`config.mk`:
```
export PLATFORM = sky130hd
export DESIGN_NAME = sdos_top
export DESIGN_NICKNAME = d
export VERILOG_FILES = /design/src/hdl/sdos_pkg.sv /design/src/hdl/sdos_top.sv /design/src/hdl/sdos_term.sv
export SDC_FILE = /design/constraint.sdc
export NUM_CORES = 1
export LEC_CHECK = 0
export BUFFER_PORTS_ARGS = -buffer_cell sky130_fd_sc_hd__buf_2
export CAP_MARGIN = 15
export CORE_ASPECT_RATIO = 0.9
export CORE_UTILIZATION = 55
export CTS_CLUSTER_SIZE = 12
export DETAILED_ROUTE_END_ITERATION = 10
export GPL_ROUTABILITY_DRIVEN = 0
export HOLD_SLACK_MARGIN = 0.02
export PLACE_DENSITY = 0.78
export SETUP_SLACK_MARGIN = 0.15
export SYNTH_ARGS = -nofsm -noshare
export SYNTH_HDL_FRONTEND = slang
export SYNTH_HIERARCHICAL = 1
export SYNTH_SLANG_ARGS = --single-unit
export TNS_END_PERCENT = 20
```
`constraint.sdc`:
```
create_clock -name I_MCLK -period 5.6 [get_ports I_MCLK]
set_input_delay 0 -clock I_MCLK [delete_from_list [all_inputs] [get_ports I_MCLK]]
set_output_delay 0 -clock I_MCLK [all_outputs]
set_load 0.01 [all_outputs]
```
`src/hdl/sdos_pkg.sv`:
```
// constants, types and decode functions of the start/output select block
package sdos_pkg;

  // ****************************************
  // widths and timing
  // ****************************************
  localparam int unsigned SEL_W = 14;
  localparam int unsigned CNT_W = 16;
  localparam int unsigned TICK_W = 17;
  localparam int unsigned CLK_PERIOD_NS = 32'h0000_000A;
  localparam int unsigned TICK_PERIOD_NS = 32'h000F_4240;
  localparam int unsigned TICK_CYCLES = TICK_PERIOD_NS / CLK_PERIOD_NS;

  // ****************************************
  // stop selection setting values
  // ****************************************
  localparam logic [SEL_W-1:0] STOP_TIME_MAX = 14'h0064;
  localparam logic [SEL_W-1:0] STOP_DIR_MIN = 14'h03E8;
  localparam logic [SEL_W-1:0] STOP_DIR_MAX = 14'h044C;
  localparam logic [SEL_W-1:0] STOP_DEC_TWO = 14'h270F;
  localparam logic [SEL_W-1:0] STOP_DEC_DIR = 14'h22B8;

  // ****************************************
  // output function selector codes
  // ****************************************
  localparam logic [SEL_W-1:0] SEL_NEG_OFS = 14'h0064;
  localparam logic [SEL_W-1:0] SEL_NEG_END = 14'h00C8;
  localparam logic [SEL_W-1:0] SEL_NONE = 14'h270F;
  localparam logic [SEL_W-1:0] SEL_INIT_OC0 = 14'h0000;
  localparam logic [SEL_W-1:0] SEL_INIT_OC1 = 14'h0004;
  localparam logic [SEL_W-1:0] SEL_INIT_RELAY = 14'h0063;
  localparam logic [6:0] C_RUN = 7'h00;
  localparam logic [6:0] C_SU = 7'h01;
  localparam logic [6:0] C_OL = 7'h03;
  localparam logic [6:0] C_FU = 7'h04;
  localparam logic [6:0] C_RBP = 7'h07;
  localparam logic [6:0] C_THP = 7'h08;
  localparam logic [6:0] C_RY = 7'h0B;
  localparam logic [6:0] C_CUR = 7'h0C;
  localparam logic [6:0] C_ZERO = 7'h0D;
  localparam logic [6:0] C_RY2 = 7'h21;
  localparam logic [6:0] C_OC_ONLY = 7'h5D;
  localparam logic [6:0] C_FAULT = 7'h63;

  // ****************************************
  // percentages
  // ****************************************
  localparam logic [15:0] PCT_FULL = 16'h0064;
  localparam logic [15:0] REGEN_PRE_PCT = 16'h0055;
  localparam logic [7:0] THERM_TRIP_PCT = 8'h64;
  localparam logic [7:0] THERM_PRE_PCT = 8'h55;

  // ****************************************
  // types
  // ****************************************
  typedef enum logic {SDOS_SM_TWO, SDOS_SM_DIR} sdos_stop_mode_t;
  typedef enum logic [1:0] {SDOS_RC_STOP, SDOS_RC_FWD, SDOS_RC_REV}
    sdos_run_cmd_t;

  typedef struct packed {
    logic running;
    logic up_to_speed;
    logic overload;
    logic speed_detect;
    logic regen_pre;
    logic thermal_pre;
    logic op_ready;
    logic op_ready2;
    logic cur_detect;
    logic zero_cur;
    logic oc_only;
    logic fault;
  } sdos_status_t;

  typedef struct packed {
    sdos_stop_mode_t stop_mode;
    logic coast;
    sdos_run_cmd_t run_cmd;
    logic run_flag;
    logic self_hold;
    logic therm_trip;
    logic [TICK_W-1:0] tick_cnt;
    logic [CNT_W-1:0] cur_cnt;
    logic [CNT_W-1:0] zero_cnt;
  } sdos_top_st_t;

  typedef struct packed {
    logic [SEL_W-1:0] sel;
    logic level;
    logic reject;
  } sdos_term_st_t;

  // ****************************************
  // selector decode
  // ****************************************
  function automatic logic [6:0] sdos_base(input logic [SEL_W-1:0] code);
    logic [SEL_W-1:0] b;
    b = (code >= SEL_NEG_OFS) ? code - SEL_NEG_OFS : code;
    return b[6:0];
  endfunction

  function automatic logic sdos_code_ok(input logic [SEL_W-1:0] code,
                                        input logic relay);
    logic ok;
    ok = 1'b0;
    if (code == SEL_NONE) begin
      ok = 1'b1;
    end else if (code < SEL_NEG_END) begin
      case (sdos_base(code))
        7'h00, 7'h01, 7'h03, 7'h04, 7'h07, 7'h08, 7'h0B, 7'h0C, 7'h0D,
        7'h0E, 7'h0F, 7'h10, 7'h15, 7'h18, 7'h19, 7'h1A, 7'h21, 7'h24,
        7'h26, 7'h2F, 7'h37, 7'h38, 7'h3C, 7'h3D, 7'h3F, 7'h40, 7'h44,
        7'h5A, 7'h5B, 7'h5F, 7'h60, 7'h62, 7'h63: ok = 1'b1;
        C_OC_ONLY: ok = ~relay;
        default: ok = 1'b0;
      endcase
    end
    return ok;
  endfunction

  function automatic logic sdos_pick(input logic [SEL_W-1:0] code,
                                     input sdos_status_t s);
    logic v;
    case (sdos_base(code))
      C_RUN: v = s.running;
      C_SU: v = s.up_to_speed;
      C_OL: v = s.overload;
      C_FU: v = s.speed_detect;
      C_RBP: v = s.regen_pre;
      C_THP: v = s.thermal_pre;
      C_RY: v = s.op_ready;
      C_CUR: v = s.cur_detect;
      C_ZERO: v = s.zero_cur;
      C_RY2: v = s.op_ready2;
      C_OC_ONLY: v = s.oc_only;
      C_FAULT: v = s.fault;
      default: v = 1'b0;
    endcase
    if (code == SEL_NONE) begin
      return 1'b0;
    end
    return (code >= SEL_NEG_OFS) ? ~v : v;
  endfunction

endpackage

```
`src/hdl/sdos_top.sv`:
```
// start signal decode and output terminal function selection
`timescale 1ns/1ns
module sdos_top
  import sdos_pkg::*;
#(
  parameter int unsigned P_TICK_CYCLES = TICK_CYCLES,
  parameter int unsigned P_DATA_W = 16,
  parameter logic [7:0] P_THERM_PRE_PCT = THERM_PRE_PCT
)(
  input wire logic I_MCLK,
  input wire logic I_RST_N,
  input wire logic I_FWD_START_IN,
  input wire logic I_REV_START_IN,
  input wire logic [SEL_W-1:0] I_STOP_SELECT_SETTING,
  input wire logic I_POS_CTRL,
  input wire logic I_SELF_HOLD_REQ,
  input wire logic [SEL_W-1:0] I_OUT0_FUNC_SELECT,
  input wire logic I_OUT0_SEL_WR,
  input wire logic [SEL_W-1:0] I_OUT1_FUNC_SELECT,
  input wire logic I_OUT1_SEL_WR,
  input wire logic [SEL_W-1:0] I_RELAY_FUNC_SELECT,
  input wire logic I_RELAY_SEL_WR,
  input wire logic I_INIT_DONE,
  input wire logic I_START_BEGIN,
  input wire logic I_DECEL_STOP,
  input wire logic I_ZERO_SPEED,
  input wire logic I_SERVO_LOCK,
  input wire logic I_OP_READY2,
  input wire logic I_SPEED_REACHED,
  input wire logic I_TORQUE_LIMIT,
  input wire logic [P_DATA_W-1:0] I_SPEED,
  input wire logic I_REV_ROT,
  input wire logic [P_DATA_W-1:0] I_FWD_THRESH,
  input wire logic [P_DATA_W-1:0] I_REV_THRESH,
  input wire logic [7:0] I_REGEN_DUTY,
  input wire logic [7:0] I_REGEN_LIMIT,
  input wire logic [7:0] I_THERMAL_PCT,
  input wire logic [P_DATA_W-1:0] I_CUR,
  input wire logic [P_DATA_W-1:0] I_CUR_LEVEL,
  input wire logic [CNT_W-1:0] I_CUR_TIME_MS,
  input wire logic [P_DATA_W-1:0] I_ZERO_LEVEL,
  input wire logic [CNT_W-1:0] I_ZERO_TIME_MS,
  input wire logic I_FAULT,
  input wire logic I_AUX93,
  output logic [1:0] O_RUN_CMD,
  output logic O_COAST_STOP,
  output logic O_SELF_HOLD_EN,
  output logic O_THERMAL_TRIP,
  output logic O_OUT0,
  output logic O_OUT1,
  output logic O_RELAY_OUT,
  output logic [SEL_W-1:0] O_OUT0_FUNC_SELECT,
  output logic [SEL_W-1:0] O_OUT1_FUNC_SELECT,
  output logic [SEL_W-1:0] O_RELAY_FUNC_SELECT,
  output logic [2:0] O_SEL_REJECT
);

  sdos_top_st_t st;
  sdos_top_st_t next_st;
  sdos_status_t status;
  logic tick;
  logic [15:0] regen_lhs;
  logic [15:0] regen_rhs;
  logic [2:0] sel_wr;
  logic [SEL_W-1:0] sel_code [3];
  logic [SEL_W-1:0] sel_out [3];
  logic [2:0] term_level;

  // ****************************************
  // start decode, running flag and detectors
  // ****************************************
  always_comb begin
    next_st = st;
    status = '0;
    regen_lhs = 16'(I_REGEN_DUTY) * PCT_FULL;
    regen_rhs = 16'(I_REGEN_LIMIT) * REGEN_PRE_PCT;
    next_st.self_hold = I_SELF_HOLD_REQ & ~I_POS_CTRL;
    // stop setting outside both ranges and not STOP_DEC_TWO or STOP_DEC_DIR keeps the old mode
    if (I_STOP_SELECT_SETTING <= STOP_TIME_MAX ||
        I_STOP_SELECT_SETTING == STOP_DEC_TWO) begin
      next_st.stop_mode = SDOS_SM_TWO;
      next_st.coast = (I_STOP_SELECT_SETTING != STOP_DEC_TWO);
    end else if ((I_STOP_SELECT_SETTING >= STOP_DIR_MIN &&
                  I_STOP_SELECT_SETTING <= STOP_DIR_MAX) ||
                 I_STOP_SELECT_SETTING == STOP_DEC_DIR) begin
      next_st.stop_mode = SDOS_SM_DIR;
      next_st.coast = (I_STOP_SELECT_SETTING != STOP_DEC_DIR);
    end
    unique case (next_st.stop_mode)
      SDOS_SM_TWO: begin
        if (I_FWD_START_IN && !I_REV_START_IN) begin
          next_st.run_cmd = SDOS_RC_FWD;
        end else if (I_REV_START_IN && !I_FWD_START_IN) begin
          next_st.run_cmd = SDOS_RC_REV;
        end else begin
          next_st.run_cmd = SDOS_RC_STOP;
        end
      end
      SDOS_SM_DIR: begin
        if (I_FWD_START_IN && !I_REV_START_IN) begin
          next_st.run_cmd = SDOS_RC_FWD;
        end else if (I_FWD_START_IN && I_REV_START_IN) begin
          next_st.run_cmd = SDOS_RC_REV;
        end else begin
          next_st.run_cmd = SDOS_RC_STOP;
        end
      end
    endcase
    if (I_POS_CTRL) begin
      next_st.run_flag = I_OP_READY2;
    end else if (I_DECEL_STOP || I_ZERO_SPEED || I_SERVO_LOCK) begin
      next_st.run_flag = 1'b0;
    end else if (I_START_BEGIN && next_st.run_cmd != SDOS_RC_STOP) begin
      next_st.run_flag = 1'b1;
    end
    if (I_THERMAL_PCT >= THERM_TRIP_PCT) begin
      next_st.therm_trip = 1'b1;
    end
    // millisecond enable for the detection timers
    tick = (st.tick_cnt == TICK_W'(P_TICK_CYCLES - 1));
    next_st.tick_cnt = tick ? '0 : st.tick_cnt + 1'b1;
    if (I_CUR < I_CUR_LEVEL) begin
      next_st.cur_cnt = '0;
    end else if (tick && st.cur_cnt != '1) begin
      next_st.cur_cnt = st.cur_cnt + 1'b1;
    end
    if (I_CUR > I_ZERO_LEVEL) begin
      next_st.zero_cnt = '0;
    end else if (tick && st.zero_cnt != '1) begin
      next_st.zero_cnt = st.zero_cnt + 1'b1;
    end
    status.running = next_st.run_flag;
    status.up_to_speed = ~I_POS_CTRL & I_SPEED_REACHED;
    status.overload = I_TORQUE_LIMIT;
    status.speed_detect = I_REV_ROT ? (I_SPEED >= I_REV_THRESH) :
                          (I_SPEED >= I_FWD_THRESH);
    status.regen_pre = (I_REGEN_LIMIT != 8'h00) &&
                       (regen_lhs >= regen_rhs);
    status.thermal_pre = (I_THERMAL_PCT >= P_THERM_PRE_PCT);
    status.fault = I_FAULT | next_st.therm_trip;
    status.op_ready = (I_INIT_DONE & ~status.fault) |
                      next_st.run_flag;
    status.op_ready2 = I_OP_READY2;
    status.cur_detect = (st.cur_cnt > I_CUR_TIME_MS);
    status.zero_cur = (st.zero_cnt > I_ZERO_TIME_MS);
    status.oc_only = I_AUX93;
  end

  always_ff @(posedge I_MCLK) begin
    if (!I_RST_N) begin
      st <= '0;
    end else begin
      st <= next_st;
    end
  end

  assign O_RUN_CMD = st.run_cmd;
  assign O_COAST_STOP = st.coast;
  assign O_SELF_HOLD_EN = st.self_hold;
  assign O_THERMAL_TRIP = st.therm_trip;

  // ****************************************
  // output terminals
  // ****************************************
  assign sel_wr = {I_RELAY_SEL_WR, I_OUT1_SEL_WR, I_OUT0_SEL_WR};
  assign sel_code[0] = I_OUT0_FUNC_SELECT;
  assign sel_code[1] = I_OUT1_FUNC_SELECT;
  assign sel_code[2] = I_RELAY_FUNC_SELECT;

  for (genvar g = 0; g < 3; g++) begin : g_term
    // two collector outputs then the relay
    sdos_term #(
      .P_INIT(g == 0 ? SEL_INIT_OC0 :
              g == 1 ? SEL_INIT_OC1 : SEL_INIT_RELAY),
      .P_RELAY(g == 2)
    ) u_term (
      .i_mclk(I_MCLK),
      .i_rst_n(I_RST_N),
      .i_wr(sel_wr[g]),
      .i_code(sel_code[g]),
      .i_status(status),
      .o_level(term_level[g]),
      .o_select(sel_out[g]),
      .o_reject(O_SEL_REJECT[g])
    );
  end

  assign O_OUT0 = term_level[0];
  assign O_OUT1 = term_level[1];
  assign O_RELAY_OUT = term_level[2];
  assign O_OUT0_FUNC_SELECT = sel_out[0];
  assign O_OUT1_FUNC_SELECT = sel_out[1];
  assign O_RELAY_FUNC_SELECT = sel_out[2];
endmodule

```
`src/hdl/sdos_term.sv`:
```
// one output terminal: function selector register and polarity output
`timescale 1ns/1ns
module sdos_term
  import sdos_pkg::*;
#(
  parameter logic [SEL_W-1:0] P_INIT = SEL_INIT_OC0,
  parameter logic P_RELAY = 1'b0
)(
  input wire logic i_mclk,
  input wire logic i_rst_n,
  input wire logic i_wr,
  input wire logic [SEL_W-1:0] i_code,
  input wire sdos_status_t i_status,
  output logic o_level,
  output logic [SEL_W-1:0] o_select,
  output logic o_reject
);

  sdos_term_st_t st;
  sdos_term_st_t next_st;

  // ****************************************
  // selector update and terminal drive
  // ****************************************
  always_comb begin
    next_st = st;
    next_st.reject = 1'b0;
    if (i_wr) begin
      if (sdos_code_ok(i_code, P_RELAY)) begin
        next_st.sel = i_code;
      end else begin
        // refused code keeps old selection
        next_st.reject = 1'b1;
      end
    end
    next_st.level = sdos_pick(next_st.sel, i_status);
  end

  always_ff @(posedge i_mclk) begin
    if (!i_rst_n) begin
      st.sel <= P_INIT;
      st.level <= 1'b0;
      st.reject <= 1'b0;
    end else begin
      st <= next_st;
    end
  end

  assign o_level = st.level;
  assign o_select = st.sel;
  assign o_reject = st.reject;

endmodule

```
==> reports/qor.txt, run 1 <==
STA
-----------------------------------------------------------------------------------
Final hold violation count ...........................................            0
Setup TNS ............................................................         0 ps
Min setup slack post-route ...........................................       332 ps
Unrepaired setup endpoints after global routing ......................         true
Clock skew ...........................................................      16.8 ps
Maximum clock rate ...................................................    0.190 GHz
Worst-case headroom to the max-slew limit ............................        0.320
Worst slew pin tran ..................................................      1020 ps
Worst Hold Slack .....................................................      75.0 ps
Pins over their slew limit ...........................................            0
Shortest clock period the worst path allows after layout .............      5270 ps
Number of failing setup endpoints in the final timing report .........            0
Ratio of final minimum period to clock period ........................        0.941

ROUTING
-----------------------------------------------------------------------------------
Initial DRT Pass Iterations ..........................................            5
DRT antenna net count ................................................            0
Residual DRC .........................................................            0
Wire per inst ........................................................      16.1 µm
Initial DRC Count ....................................................          947
Ratio of routed vias to standard cells ...............................         5.97
Routed wire length ...................................................      36.1 mm
Via count ............................................................        13300

MIN PATH
-----------------------------------------------------------------------------------
Class of the worst hold path ......................................... input pin to flip-flop
Number of cells traversed by the worst hold path .....................            3

SETUP PATH
-----------------------------------------------------------------------------------
Worst path buffer plus inverter count ................................            4
Sort of element at the start of the critical path ....................    input pin
Stages on the worst setup path .......................................           22
Highest-delay cell along the critical path ........................... sky130_fd_sc_hd__dlygate4sd3_1
Crit. End Element ....................................................    flip-flop
Required time at the worst-slack endpoint ............................      5840 ps
Kind of cell adding the most delay to the critical path .............. compound AO/OA/AOI/OAI gates
Critical Setup Path Class ............................................ input pin to flip-flop
Maximum single-stage delay on the critical path ......................       530 ps
Length in cells of the worst reg-to-reg path .........................           13
Cells along the critical path ........................................ dlygate4sd3_1 -> clkbuf_4 -> inv_1 -> ha_2 -> nand2_1 -> a21o_4 -> and3_1 -> o21a_1 -> o2111a_1 -> a211o_1 -> o31ai_4 -> mux2_2 -> inv_2 -> ha_2 -> a21oi_1 -> mux2_2 -> a311o_2 -> mux2i_1 -> a221o_1 -> a221o_1 -> o211ai_1 -> o31ai_1
Arrival time of the worst setup path .................................      5510 ps
Maximum fanout along the worst path ..................................           11

GRT
-----------------------------------------------------------------------------------
Wire length of the first global-routing pass .........................      58.9 mm
GRT met1 Usage .......................................................        0.373
Global router's overall resource usage ...............................        0.295
Antenna violations before repair .....................................            1
Congestion Overflow GR ...............................................            0
Via count of the first global-routing pass ...........................        12700
Busiest grt layer ....................................................         met2
Routing usage on met3 ................................................       0.0452
Met2 Track Usage GR ..................................................        0.512
Maximum number of pins on one net before global-route repair .........           23

PLACED DESIGN
-----------------------------------------------------------------------------------
Placement Cell Area ..................................................    14700 µm²
Input/output buffers .................................................          280
Worst slack, placed ..................................................       192 ps
Post-Place Cells .....................................................         2197
Post-detailed-placement half-perimeter wirelength ....................      29.3 mm

DIE
-----------------------------------------------------------------------------------
Total number of placement rows .......................................           52
Die outline width ....................................................       164 µm
Total I/O pin count ..................................................          281
Initial Util .........................................................        0.568
Die height ...........................................................       148 µm
Die Footprint ........................................................    24200 µm²
Placeable core region ................................................    22800 µm²

POWER
-----------------------------------------------------------------------------------
Static leakage .......................................................      7.28 nW
PD cells .............................................................   158 nW/µm²
Worst IR drop on VDD .................................................       156 µV

LAYOUT
-----------------------------------------------------------------------------------
Multi-input gate area ................................................    10000 µm²
Filler cell count in the final layout ................................         1924
Post-layout instance area ............................................    15200 µm²
Area added between synthesis and finish ..............................        17.7%
Final Net Count ......................................................         2373
Commonest non-fill, non-tap cell in the layout ....................... sky130_fd_sc_hd__buf_2
Area of all sequential standard cells ................................     2080 µm²
Fraction of final layout cells sized beyond drive strength 1 .........        0.214
Count of placed standard cells in the final layout, fillers left out .         2235
Most used cells in the layout excluding fill and tap cells ........... sky130_fd_sc_hd__buf_2, sky130_fd_sc_hd__ha_1, sky130_fd_sc_hd__inv_1

YOSYS
-----------------------------------------------------------------------------------
Number of warning messages in the yosys log ..........................            6
Async set-reset flop share out of synthesis ..........................            0
Main synth FF type ................................................... sky130_fd_sc_hd__dfxtp_1
Synthesized area divided by synthesized cell count ...................     7.89 µm²
Cell count after synthesis ...........................................         1640
Biggest area consumer among synthesized cells ........................ sky130_fd_sc_hd__ha_1
Post-synth design cell area ..........................................    12900 µm²
Synth Net Count ......................................................         2081
Number of flops mapped to enable cells by yosys ......................            0
Flip-flop and latch count after synthesis ............................          104
Top-area cell type share of the netlist area .........................        0.195
Count of different cell masters after synthesis ......................           99
Top area cells in the synthesized netlist ............................ sky130_fd_sc_hd__ha_1, sky130_fd_sc_hd__dfxtp_1, sky130_fd_sc_hd__inv_1
Part of the Yosys area used for sequential elements ..................        0.161

CLOCK NETWORK
-----------------------------------------------------------------------------------
Clock buffer count from CTS ..........................................            9
CTS clock-pin slew for the worst setup and hold paths ................        90 ps
Deepest level of the CTS H-tree ......................................            3
Clock Tree Buf Depth .................................................            2
Clock root buffer .................................................... sky130_fd_sc_hd__clkbuf_16
Clock network latency to the later pin of the worst-skew pair ........       360 ps
CTS tree .............................................................         done
Clock Sinks ..........................................................          104

JOB
-----------------------------------------------------------------------------------
# Max-Cap Violations .................................................            0

STATUS
-----------------------------------------------------------------------------------
Outcome ..............................................................    completed

worst reg2reg max path, cell delays in order, from the launching register on:
cell and delay (ps):
sky130_fd_sc_hd__dfxtp_1 300, sky130_fd_sc_hd__o311a_1 420, sky130_fd_sc_hd__o21a_1 240, sky130_fd_sc_hd__o2111ai_1 290
sky130_fd_sc_hd__o211ai_1 350, sky130_fd_sc_hd__and3_1 300, sky130_fd_sc_hd__a21oi_1 120, sky130_fd_sc_hd__mux2i_1 100
sky130_fd_sc_hd__a22oi_1 200, sky130_fd_sc_hd__o211ai_1 120, sky130_fd_sc_hd__a211o_1 310, sky130_fd_sc_hd__a211oi_1 280
sky130_fd_sc_hd__o211ai_1 140, sky130_fd_sc_hd__o31ai_1 80
final timing paths:
kind / start / to / slack (ps)
worst min-delay path: I_RELAY_SEL_WR / g_term[2].u_term/o_reject / 70
worst max-delay path: I_OUT1_FUNC_SELECT[0] / g_term[1].u_term/o_level / 330
worst max register to register: st[55] / g_term[2].u_term/o_level / 2270
worst min register to register: st[32] / st[32] / 460
per-stage QoR:
step,util,power (mW)
6_report,0.669,2.41
3_5_place_dp,0.644,1.74
2_1_floorplan,-,1.43
4_1_cts,0.666,2.41
5_1_grt,0.669,2.58
3_3_place_gp,0.644,1.71
state kept, by name, summed over array words and instances (netlist names):
name / cells
g_term.u_term/o_reject: 3
O_COAST_STOP: 1
O_THERMAL_TRIP: 1
st: 51
g_term.u_term/o_select: 42
g_term.u_term/o_level: 3
O_SELF_HOLD_EN: 1
O_RUN_CMD: 2
layer usage:
metal	routed length [µm]	part of all wire
met4	790	0.022
met3	2480	0.069
met2	17200	0.48
met1	15600	0.43
met5	0	0
where the power goes:
group	total, mW	internal [mW]	leakage (nW)	switching (mW)
registers	0.753	0.747	0.841	0.00531
clock network	0.655	0.321	0.148	0.334
logic	0.999	0.446	6.29	0.554
total	2.41	1.51	7.28	0.893
cells in the mapped netlist, types with 6 or more instances:
library cell	n
sky130_fd_sc_hd__and4_1	7
sky130_fd_sc_hd__ha_1	202
sky130_fd_sc_hd__nor2_1	145
sky130_fd_sc_hd__or3_1	11
sky130_fd_sc_hd__o21ai_0	49
sky130_fd_sc_hd__o31ai_1	16
sky130_fd_sc_hd__a211o_1	13
sky130_fd_sc_hd__nor4_4	6
sky130_fd_sc_hd__fa_1	11
sky130_fd_sc_hd__and2_1	18
sky130_fd_sc_hd__o311ai_0	6
sky130_fd_sc_hd__nor3_1	29
sky130_fd_sc_hd__a31oi_1	13
sky130_fd_sc_hd__a21oi_1	100
sky130_fd_sc_hd__xor2_1	38
sky130_fd_sc_hd__buf_2	9
sky130_fd_sc_hd__o21a_1	17
sky130_fd_sc_hd__nor2b_1	9
sky130_fd_sc_hd__o2bb2ai_1	6
sky130_fd_sc_hd__nor2_2	6
sky130_fd_sc_hd__nor4_1	13
sky130_fd_sc_hd__nand2_1	126
sky130_fd_sc_hd__clkbuf_1	25
sky130_fd_sc_hd__nand3_1	53
sky130_fd_sc_hd__a21o_1	29
sky130_fd_sc_hd__o211ai_1	13
sky130_fd_sc_hd__a2111oi_0	9
sky130_fd_sc_hd__inv_1	167
sky130_fd_sc_hd__xnor2_1	30
sky130_fd_sc_hd__a211oi_1	14
sky130_fd_sc_hd__o221ai_1	6
sky130_fd_sc_hd__or4_1	8
sky130_fd_sc_hd__nand2b_1	28
sky130_fd_sc_hd__and3_1	29
sky130_fd_sc_hd__o21ai_1	7
sky130_fd_sc_hd__mux2_1	6
sky130_fd_sc_hd__mux2i_1	35
sky130_fd_sc_hd__o2111ai_1	13
sky130_fd_sc_hd__a22oi_1	6
sky130_fd_sc_hd__dfxtp_1	104
sky130_fd_sc_hd__nor4b_1	10
sky130_fd_sc_hd__nand4_1	44
sky130_fd_sc_hd__mux2_2	14
sky130_fd_sc_hd__nand2_2	6
cell families after synthesis:
family,Yosys count,share of synthesized area
simple gates,580,0.237
compound gates,398,0.225
buf+inv,218,0.0684
fa+ha+maj,213,0.212
flops,104,0.161
xor+xnor,68,0.0460
mux,59,0.0501
area by class of cell:
class | count | area share
Antenna cell | 1 | 0.000164
Clock buffer | 9 | 0.0148
Clock inverter | 7 | 0.00542
Inverter | 174 | 0.0429
Multi-Input combinational cell | 1318 | 0.658
Sequential cell | 104 | 0.137
Tap cell | 297 | 0.0244
Timing Repair Buffer | 325 | 0.117
what timing repair did:
action | CTS | global route
gates resized for setup | 0 | 16
hold buffers | 19 | 0
buffers inserted | 0 | 2
endpoints found under the setup margin | 0 | 3
hold endpoints to repair | 18 | 0
Power figures use the tool's default switching activity.
==> inputs of run 2 (changes only) <==
--- a/config.mk
+++ b/config.mk
@@ -8,12 +8,13 @@
 export BUFFER_PORTS_ARGS = -buffer_cell sky130_fd_sc_hd__buf_2
 export CAP_MARGIN = 15
 export CORE_ASPECT_RATIO = 0.9
-export CORE_UTILIZATION = 55
+export CORE_UTILIZATION = 52
+export CTS_BUF_LIST = sky130_fd_sc_hd__clkbuf_4 sky130_fd_sc_hd__clkbuf_8
 export CTS_CLUSTER_SIZE = 12
 export DETAILED_ROUTE_END_ITERATION = 10
 export GPL_ROUTABILITY_DRIVEN = 0
 export HOLD_SLACK_MARGIN = 0.02
-export PLACE_DENSITY = 0.78
+export PLACE_DENSITY = 0.77
 export SETUP_SLACK_MARGIN = 0.15
 export SYNTH_ARGS = -nofsm -noshare
 export SYNTH_HDL_FRONTEND = slang
==> constraint.sdc (replaced) <==
create_clock -name I_MCLK -period 4.3 [get_ports I_MCLK]
set_input_delay 0 -clock I_MCLK [delete_from_list [all_inputs] [get_ports I_MCLK]]
set_output_delay 0 -clock I_MCLK [all_outputs]
set_load 0.01 [all_outputs]
==> run 2 against run 1 <==
Compared with the run above: critical path type unchanged; final area up 12%; sequential power up 30%; the run now ends with negative setup slack left; flip-flop and latch count unchanged; global-route usage up 0.35 points; largest cell class unchanged; count of clock-buffer cells in the layout unchanged; critical path depth up 3; via count up 5.0%; wire length up 8.7%; hold slack worse by 34 ps.
==> reports/qor.txt, run 2 (synthesized netlist as in run 1, its figures left out) <==
STATUS
-----------------------------------------------------------------------------------
Outcome .............................................................. finished, violations left
Violations in the final reports ...................................... negative setup slack

GRT
-----------------------------------------------------------------------------------
Routing usage on met3 ................................................       0.0509
Congestion Overflow GR ...............................................            0
GRT met1 Usage .......................................................        0.366
Met2 Track Usage GR ..................................................        0.532
Global router's overall resource usage ...............................        0.298
Via count of the first global-routing pass ...........................        13500
Antenna violations before repair .....................................            0
Wire length of the first global-routing pass .........................      62.8 mm
Maximum number of pins on one net before global-route repair .........           23
Busiest grt layer ....................................................         met2

DIE
-----------------------------------------------------------------------------------
Die height ...........................................................       152 µm
Die Footprint ........................................................    25500 µm²
Total I/O pin count ..................................................          281
Die outline width ....................................................       168 µm
Placeable core region ................................................    24300 µm²
Total number of placement rows .......................................           54
Initial Util .........................................................        0.532

STA
-----------------------------------------------------------------------------------
Setup TNS ............................................................      -394 ps
Min setup slack post-route ...........................................      -145 ps
Maximum clock rate ...................................................    0.225 GHz
Worst Hold Slack .....................................................      41.1 ps
Clock skew ...........................................................      17.5 ps
Unrepaired setup endpoints after global routing ......................         true
Final hold violation count ...........................................            0
Number of failing setup endpoints in the final timing report .........            3
Worst-case headroom to the max-slew limit ............................        0.523
Pins over their slew limit ...........................................            0
Worst slew pin tran ..................................................       710 ps
Shortest clock period the worst path allows after layout .............      4440 ps
Ratio of final minimum period to clock period ........................         1.03

ROUTING
-----------------------------------------------------------------------------------
Routed wire length ...................................................      39.2 mm
Ratio of routed vias to standard cells ...............................         5.78
Via count ............................................................        14000
Initial DRT Pass Iterations ..........................................            5
Wire per inst ........................................................      16.2 µm
Initial DRC Count ....................................................          750
Residual DRC .........................................................            0
DRT antenna net count ................................................            0

CLOCK NETWORK
-----------------------------------------------------------------------------------
Clock root buffer .................................................... sky130_fd_sc_hd__clkbuf_8
Clock Sinks ..........................................................          104
Clock Tree Buf Depth .................................................            2
Clock buffer count from CTS ..........................................            9
CTS tree .............................................................         done
CTS clock-pin slew for the worst setup and hold paths ................       110 ps
Deepest level of the CTS H-tree ......................................            3
Clock network latency to the later pin of the worst-skew pair ........       380 ps

PLACED DESIGN
-----------------------------------------------------------------------------------
Input/output buffers .................................................          280
Post-detailed-placement half-perimeter wirelength ....................      31.4 mm
Placement Cell Area ..................................................    16400 µm²
Post-Place Cells .....................................................         2386

SETUP PATH
-----------------------------------------------------------------------------------
Critical Setup Path Class ............................................ input pin to flip-flop
Required time at the worst-slack endpoint ............................      4570 ps
Length in cells of the worst reg-to-reg path .........................           13
Sort of element at the start of the critical path ....................    input pin
Arrival time of the worst setup path .................................      4720 ps
Maximum fanout along the worst path ..................................            5
Destination of the critical timing path .............................. g_term[2].u_term/o_level
Internal reg-to-reg setup slack ......................................      1090 ps
Crit. End Element ....................................................    flip-flop
End of the worst register-to-register path ........................... g_term[2].u_term/o_level
CP startpoint ........................................................ I_REGEN_LIMIT[2]
FF-to-FF Start .......................................................       st[55]

LAYOUT
-----------------------------------------------------------------------------------
Post-layout instance area ............................................    17000 µm²
Final Net Count ......................................................         2554
Count of placed standard cells in the final layout, fillers left out .         2426
Number of flip-flops in the largest register .........................           51
Register ranked first by flip-flop count .............................           st
Commonest non-fill, non-tap cell in the layout ....................... sky130_fd_sc_hd__buf_2
Area added between synthesis and finish ..............................        31.5%
Most used cells in the layout excluding fill and tap cells ........... sky130_fd_sc_hd__buf_2, sky130_fd_sc_hd__buf_4, sky130_fd_sc_hd__ha_1
N_diodes .............................................................            0
Fraction of final layout cells sized beyond drive strength 1 .........        0.312

POWER
-----------------------------------------------------------------------------------
Static leakage .......................................................      8.15 nW
Worst IR drop on VDD .................................................       183 µV
Total Power ..........................................................      3.36 mW
PD cells .............................................................   197 nW/µm²

JOB
-----------------------------------------------------------------------------------
# Max-Cap Violations .................................................            0

MIN PATH
-----------------------------------------------------------------------------------
Class of the worst hold path ......................................... input pin to flip-flop

run 2: final cells by class:
class / instances / area, µm²
Multi-Input combinational cell: 1318 / 10500
Fill cell: 1944 / 7310
Timing Repair Buffer: 506 / 3170
Sequential cell: 104 / 2080
Inverter: 174 / 686
Tap cell: 308 / 385
Clock buffer: 9 / 124
Clock inverter: 7 / 81.3
run 2: critical path, cell delays in order:
cell	delay [ps]
sky130_fd_sc_hd__buf_8	100
sky130_fd_sc_hd__buf_4	130
sky130_fd_sc_hd__ha_1	310
sky130_fd_sc_hd__fa_1	460
sky130_fd_sc_hd__ha_1	330
sky130_fd_sc_hd__ha_4	240
sky130_fd_sc_hd__ha_4	280
sky130_fd_sc_hd__buf_4	130
sky130_fd_sc_hd__nand4_1	140
sky130_fd_sc_hd__and3b_1	200
sky130_fd_sc_hd__xor2_1	150
sky130_fd_sc_hd__ha_1	310
sky130_fd_sc_hd__nand4_1	160
sky130_fd_sc_hd__buf_4	200
sky130_fd_sc_hd__nor2_4	80
sky130_fd_sc_hd__o31ai_2	60
sky130_fd_sc_hd__a21boi_1	210
sky130_fd_sc_hd__o221ai_2	160
sky130_fd_sc_hd__a21oi_4	300
sky130_fd_sc_hd__a22oi_2	140
sky130_fd_sc_hd__a21oi_1	150
sky130_fd_sc_hd__a211o_1	120
sky130_fd_sc_hd__a211oi_2	70
sky130_fd_sc_hd__o211ai_1	170
sky130_fd_sc_hd__o31ai_1	100
run 2: how the worst min path moves through the flow:
stage / start / cells past startpoint / end / slack (ps)
2_1_floorplan: I_RST_N / 1 / g_term[1].u_term/o_select[2] / 60
3_3_place_gp: I_REV_START_IN / 2 / O_RUN_CMD[1] / 250
3_5_place_dp: I_REV_START_IN / 2 / O_RUN_CMD[1] / 260
4_1_cts: I_RELAY_FUNC_SELECT[7] / 4 / g_term[2].u_term/o_select[7] / 20
5_1_grt: I_RELAY_FUNC_SELECT[7] / 4 / g_term[2].u_term/o_select[7] / 60
6_report: I_RELAY_FUNC_SELECT[7] / 4 / g_term[2].u_term/o_select[7] / 40
run 2: routing by layer:
metal	vias up	share of wire
met4	0	0.027
li1	6947	-
met2	457	0.48
met5	-	0
met1	6526	0.43
met3	82	0.060
run 2: what timing repair did:
action	CTS	global route
setup buffers	5	3
setup endpoints to repair	3	3
hold endpoints to repair	16	0
hold buffers	16	0
pin swaps	27	22
resized for setup	31	18
run 2: per-stage QoR:
stage	utilization	setup WS [ps]
finish	0.700	-145
global placement	0.672	-579
CTS	0.696	13.0
detailed placement	0.672	-819
global route	0.700	-332
floorplan	-	-177
run 2: report_power, final:
group | switching [mW] | internal (mW)
Sequential | 0.00586 | 0.974
Combinational | 0.898 | 0.839
Clock | 0.407 | 0.234
==> inputs of run 3 (changes only) <==
--- a/config.mk
+++ b/config.mk
@@ -14,8 +14,10 @@
 export DETAILED_ROUTE_END_ITERATION = 10
 export GPL_ROUTABILITY_DRIVEN = 0
 export HOLD_SLACK_MARGIN = 0.02
-export PLACE_DENSITY = 0.77
+export PLACE_DENSITY_LB_ADDON = 0.12
+export REMOVE_ABC_BUFFERS = 1
 export SETUP_SLACK_MARGIN = 0.15
+export SKIP_LAST_GASP = 1
 export SYNTH_ARGS = -nofsm -noshare
 export SYNTH_HDL_FRONTEND = slang
 export SYNTH_HIERARCHICAL = 1
==> run 3 against run 2 <==
Compared with the run above: the run still ends with negative setup slack left; global-route usage about the same; worst setup slack improved by 130 ps; via count is 0.20% lower; critical path type unchanged; final area down 0.85%; combinational power fell by 4%; largest cell class unchanged; final cell count grew 0.66%; maximum frequency grew 3.0%; non-clock buffer count rose by 16; flip-flop and latch count unchanged; sequential power hardly changed.
==> reports/qor.txt, run 3 (synthesized netlist as in run 1, its figures left out) <==
STATUS
-----------------------------------------------------------------------------------
Outcome .............................................................. finished, violations left
Violations in the final reports ...................................... negative setup slack

SETUP PATH
-----------------------------------------------------------------------------------
Sort of element at the start of the critical path ....................    input pin
Worst path buffer plus inverter count ................................            5
End of the worst register-to-register path ........................... g_term[1].u_term/o_level
Most used cell, CP ................................................... sky130_fd_sc_hd__ha_4
Internal reg-to-reg setup slack ......................................      1060 ps
Kind of cell adding the most delay to the critical path ..............  adder cells
Maximum fanout along the worst path ..................................            5
Length in cells of the worst reg-to-reg path .........................           13
Maximum single-stage delay on the critical path ......................       500 ps
Highest-delay cell along the critical path ........................... sky130_fd_sc_hd__fa_1
Critical Setup Path Class ............................................ input pin to flip-flop
Stages on the worst setup path .......................................           25
Required time at the worst-slack endpoint ............................      4620 ps
Crit. End Element ....................................................    flip-flop
FF-to-FF Start .......................................................       st[17]
Arrival time of the worst setup path .................................      4630 ps

CLOCK NETWORK
-----------------------------------------------------------------------------------
Deepest level of the CTS H-tree ......................................            3
CTS tree .............................................................         done
Clock network latency to the later pin of the worst-skew pair ........       420 ps
Clock buffer count from CTS ..........................................            9
Clock Sinks ..........................................................          104
Clock root buffer .................................................... sky130_fd_sc_hd__clkbuf_8
CTS clock-pin slew for the worst setup and hold paths ................       110 ps
Clock Tree Buf Depth .................................................            2

GRT
-----------------------------------------------------------------------------------
Maximum number of pins on one net before global-route repair .........           24
GRT met1 Usage .......................................................        0.376
Global router's overall resource usage ...............................        0.298
Routing usage on met3 ................................................       0.0514
Via count of the first global-routing pass ...........................        13200
Congestion Overflow GR ...............................................            0
Wire length of the first global-routing pass .........................      62.3 mm
Met2 Track Usage GR ..................................................        0.520
Busiest grt layer ....................................................         met2
Antenna violations before repair .....................................            0

LAYOUT
-----------------------------------------------------------------------------------
Register ranked first by flip-flop count .............................           st
N_diodes .............................................................            0
Number of flip-flops in the largest register .........................           51
Most used cells in the layout excluding fill and tap cells ........... sky130_fd_sc_hd__buf_2, sky130_fd_sc_hd__buf_4, sky130_fd_sc_hd__ha_1
Final Net Count ......................................................         2570
Filler cell count in the final layout ................................         2029
Count of placed standard cells in the final layout, fillers left out .         2442
Area added between synthesis and finish ..............................        30.4%
Commonest non-fill, non-tap cell in the layout ....................... sky130_fd_sc_hd__buf_2
Fraction of final layout cells sized beyond drive strength 1 .........        0.300

ROUTING
-----------------------------------------------------------------------------------
Residual DRC .........................................................            0
Via count ............................................................        14000
Initial DRC Count ....................................................          738
Initial DRT Pass Iterations ..........................................            5
Ratio of routed vias to standard cells ...............................         5.73
Routed wire length ...................................................      38.9 mm
Wire per inst ........................................................      15.9 µm
DRT antenna net count ................................................            0

PLACED DESIGN
-----------------------------------------------------------------------------------
Post-detailed-placement half-perimeter wirelength ....................      31.5 mm
Worst slack, placed ..................................................     -1020 ps
Post-Place Cells .....................................................         2401
Input/output buffers .................................................          280

DIE
-----------------------------------------------------------------------------------
Die Footprint ........................................................    25500 µm²
Initial Util .........................................................        0.532
Total I/O pin count ..................................................          281
Die height ...........................................................       152 µm
Total number of placement rows .......................................           54
Die outline width ....................................................       168 µm
Placeable core region ................................................    24300 µm²

MIN PATH
-----------------------------------------------------------------------------------
Number of cells traversed by the worst hold path .....................            4
Worst Hold Endpoint .................................................. O_COAST_STOP
Class of the worst hold path ......................................... input pin to flip-flop
Startpoint of the most critical hold path ............................ I_STOP_SELECT_SETTING[1]

POWER
-----------------------------------------------------------------------------------
Portion of total power attributed to sequential cells ................        0.294
PD cells .............................................................   198 nW/µm²
Worst IR drop on VDD .................................................       141 µV
Combinational share of power .........................................        0.501
Switching power as a share of total power ............................        0.386
NetSw ................................................................      1.29 mW
Proportion of power drawn by the clock network .......................        0.205
Power Internal .......................................................      2.05 mW
Static leakage .......................................................      8.21 nW

STA
-----------------------------------------------------------------------------------
Pins over their slew limit ...........................................            0
Final hold violation count ...........................................            0
Number of failing setup endpoints in the final timing report .........            1
Maximum clock rate ...................................................    0.232 GHz
Worst-case headroom to the max-slew limit ............................        0.351
Ratio of final minimum period to clock period ........................         1.00
Worst Hold Slack .....................................................      29.9 ps
Min setup slack post-route ...........................................     -15.1 ps
Unrepaired setup endpoints after global routing ......................         true
Setup TNS ............................................................     -15.1 ps
Worst slew pin tran ..................................................       969 ps
Clock skew ...........................................................      26.9 ps
Shortest clock period the worst path allows after layout .............      4320 ps

JOB
-----------------------------------------------------------------------------------
# Max-Cap Violations .................................................            0

-- run 3: how the worst max path moves through the flow --
| stage | from | endpoint | slack [ps] |
|---|---|---|---|
| 4_1_cts | I_REGEN_LIMIT[3] | g_term[2].u_term/o_level | 4 |
| 3_3_place_gp | I_REGEN_LIMIT[1] | g_term[2].u_term/o_level | -810 |
| 2_1_floorplan | I_OUT0_FUNC_SELECT[2] | g_term[0].u_term/o_level | -820 |
| 5_1_grt | I_REGEN_LIMIT[3] | g_term[0].u_term/o_level | -280 |
| 6_report | I_REGEN_LIMIT[1] | g_term[2].u_term/o_level | -20 |
| 3_5_place_dp | I_REGEN_LIMIT[1] | g_term[2].u_term/o_level | -1020 |
-- run 3: layout make-up --
| cell class | instances | area, µm² | share of cell area |
|---|---|---|---|
| multi-input combinational | 1318 | 10300 | 0.608 |
| timing repair buffer | 522 | 3280 | 0.194 |
| sequential | 104 | 2080 | 0.123 |
| inverter | 174 | 653 | 0.0387 |
| tap | 308 | 385 | 0.0228 |
| clock buffer | 9 | 124 | 0.00734 |
| clock inverter | 7 | 96.3 | 0.00571 |
-- run 3: layer usage --
layer,share of wire,vias to the layer above
met5,0,-
met4,0.024,0
met3,0.054,65
met2,0.47,422
met1,0.45,6517
li1,-,6980
-- run 3: worst reg2reg max path, cell delays in order (launching register included) --
cell                        delay, ps
sky130_fd_sc_hd__dfxtp_1          410
sky130_fd_sc_hd__ha_1             270
sky130_fd_sc_hd__nor2b_1          140
sky130_fd_sc_hd__o21a_1           170
sky130_fd_sc_hd__o21a_1           170
sky130_fd_sc_hd__o211ai_1         190
sky130_fd_sc_hd__a21oi_1           90
sky130_fd_sc_hd__a2111oi_0        370
sky130_fd_sc_hd__nor3_1           220
sky130_fd_sc_hd__a22o_1           250
sky130_fd_sc_hd__a32o_1           210
sky130_fd_sc_hd__a221o_1          360
sky130_fd_sc_hd__o211ai_1         180
sky130_fd_sc_hd__o31ai_1           90
-- run 3: through the flow --
stage	area, µm²	util	power, mW
2_1_floorplan	12700	-	1.84
3_3_place_gp	16100	0.663	2.38
3_5_place_dp	16100	0.663	2.43
4_1_cts	16700	0.687	3.24
5_1_grt	16900	0.694	3.56
6_report	16900	0.694	3.34
-- run 3: timing repair --
action | 4_1_cts | 5_1_grt
setup buffers | 3 | 3
gates resized for setup | 32 | 24
pin swaps | 20 | 19
hold buffers | 19 | 0
setup endpoints to repair | 3 | 3
endpoints found under the hold margin | 14 | 0
-- run 3: power by group through the flow --
stage	clock (mW)	combinational (mW)	sequential, mW
finish	0.684	1.67	0.981
global route	0.727	1.85	0.982
CTS	0.696	1.56	0.980
detailed placement	0	1.43	1.00
global placement	0	1.38	1.00
floorplan	0	0.837	1.00
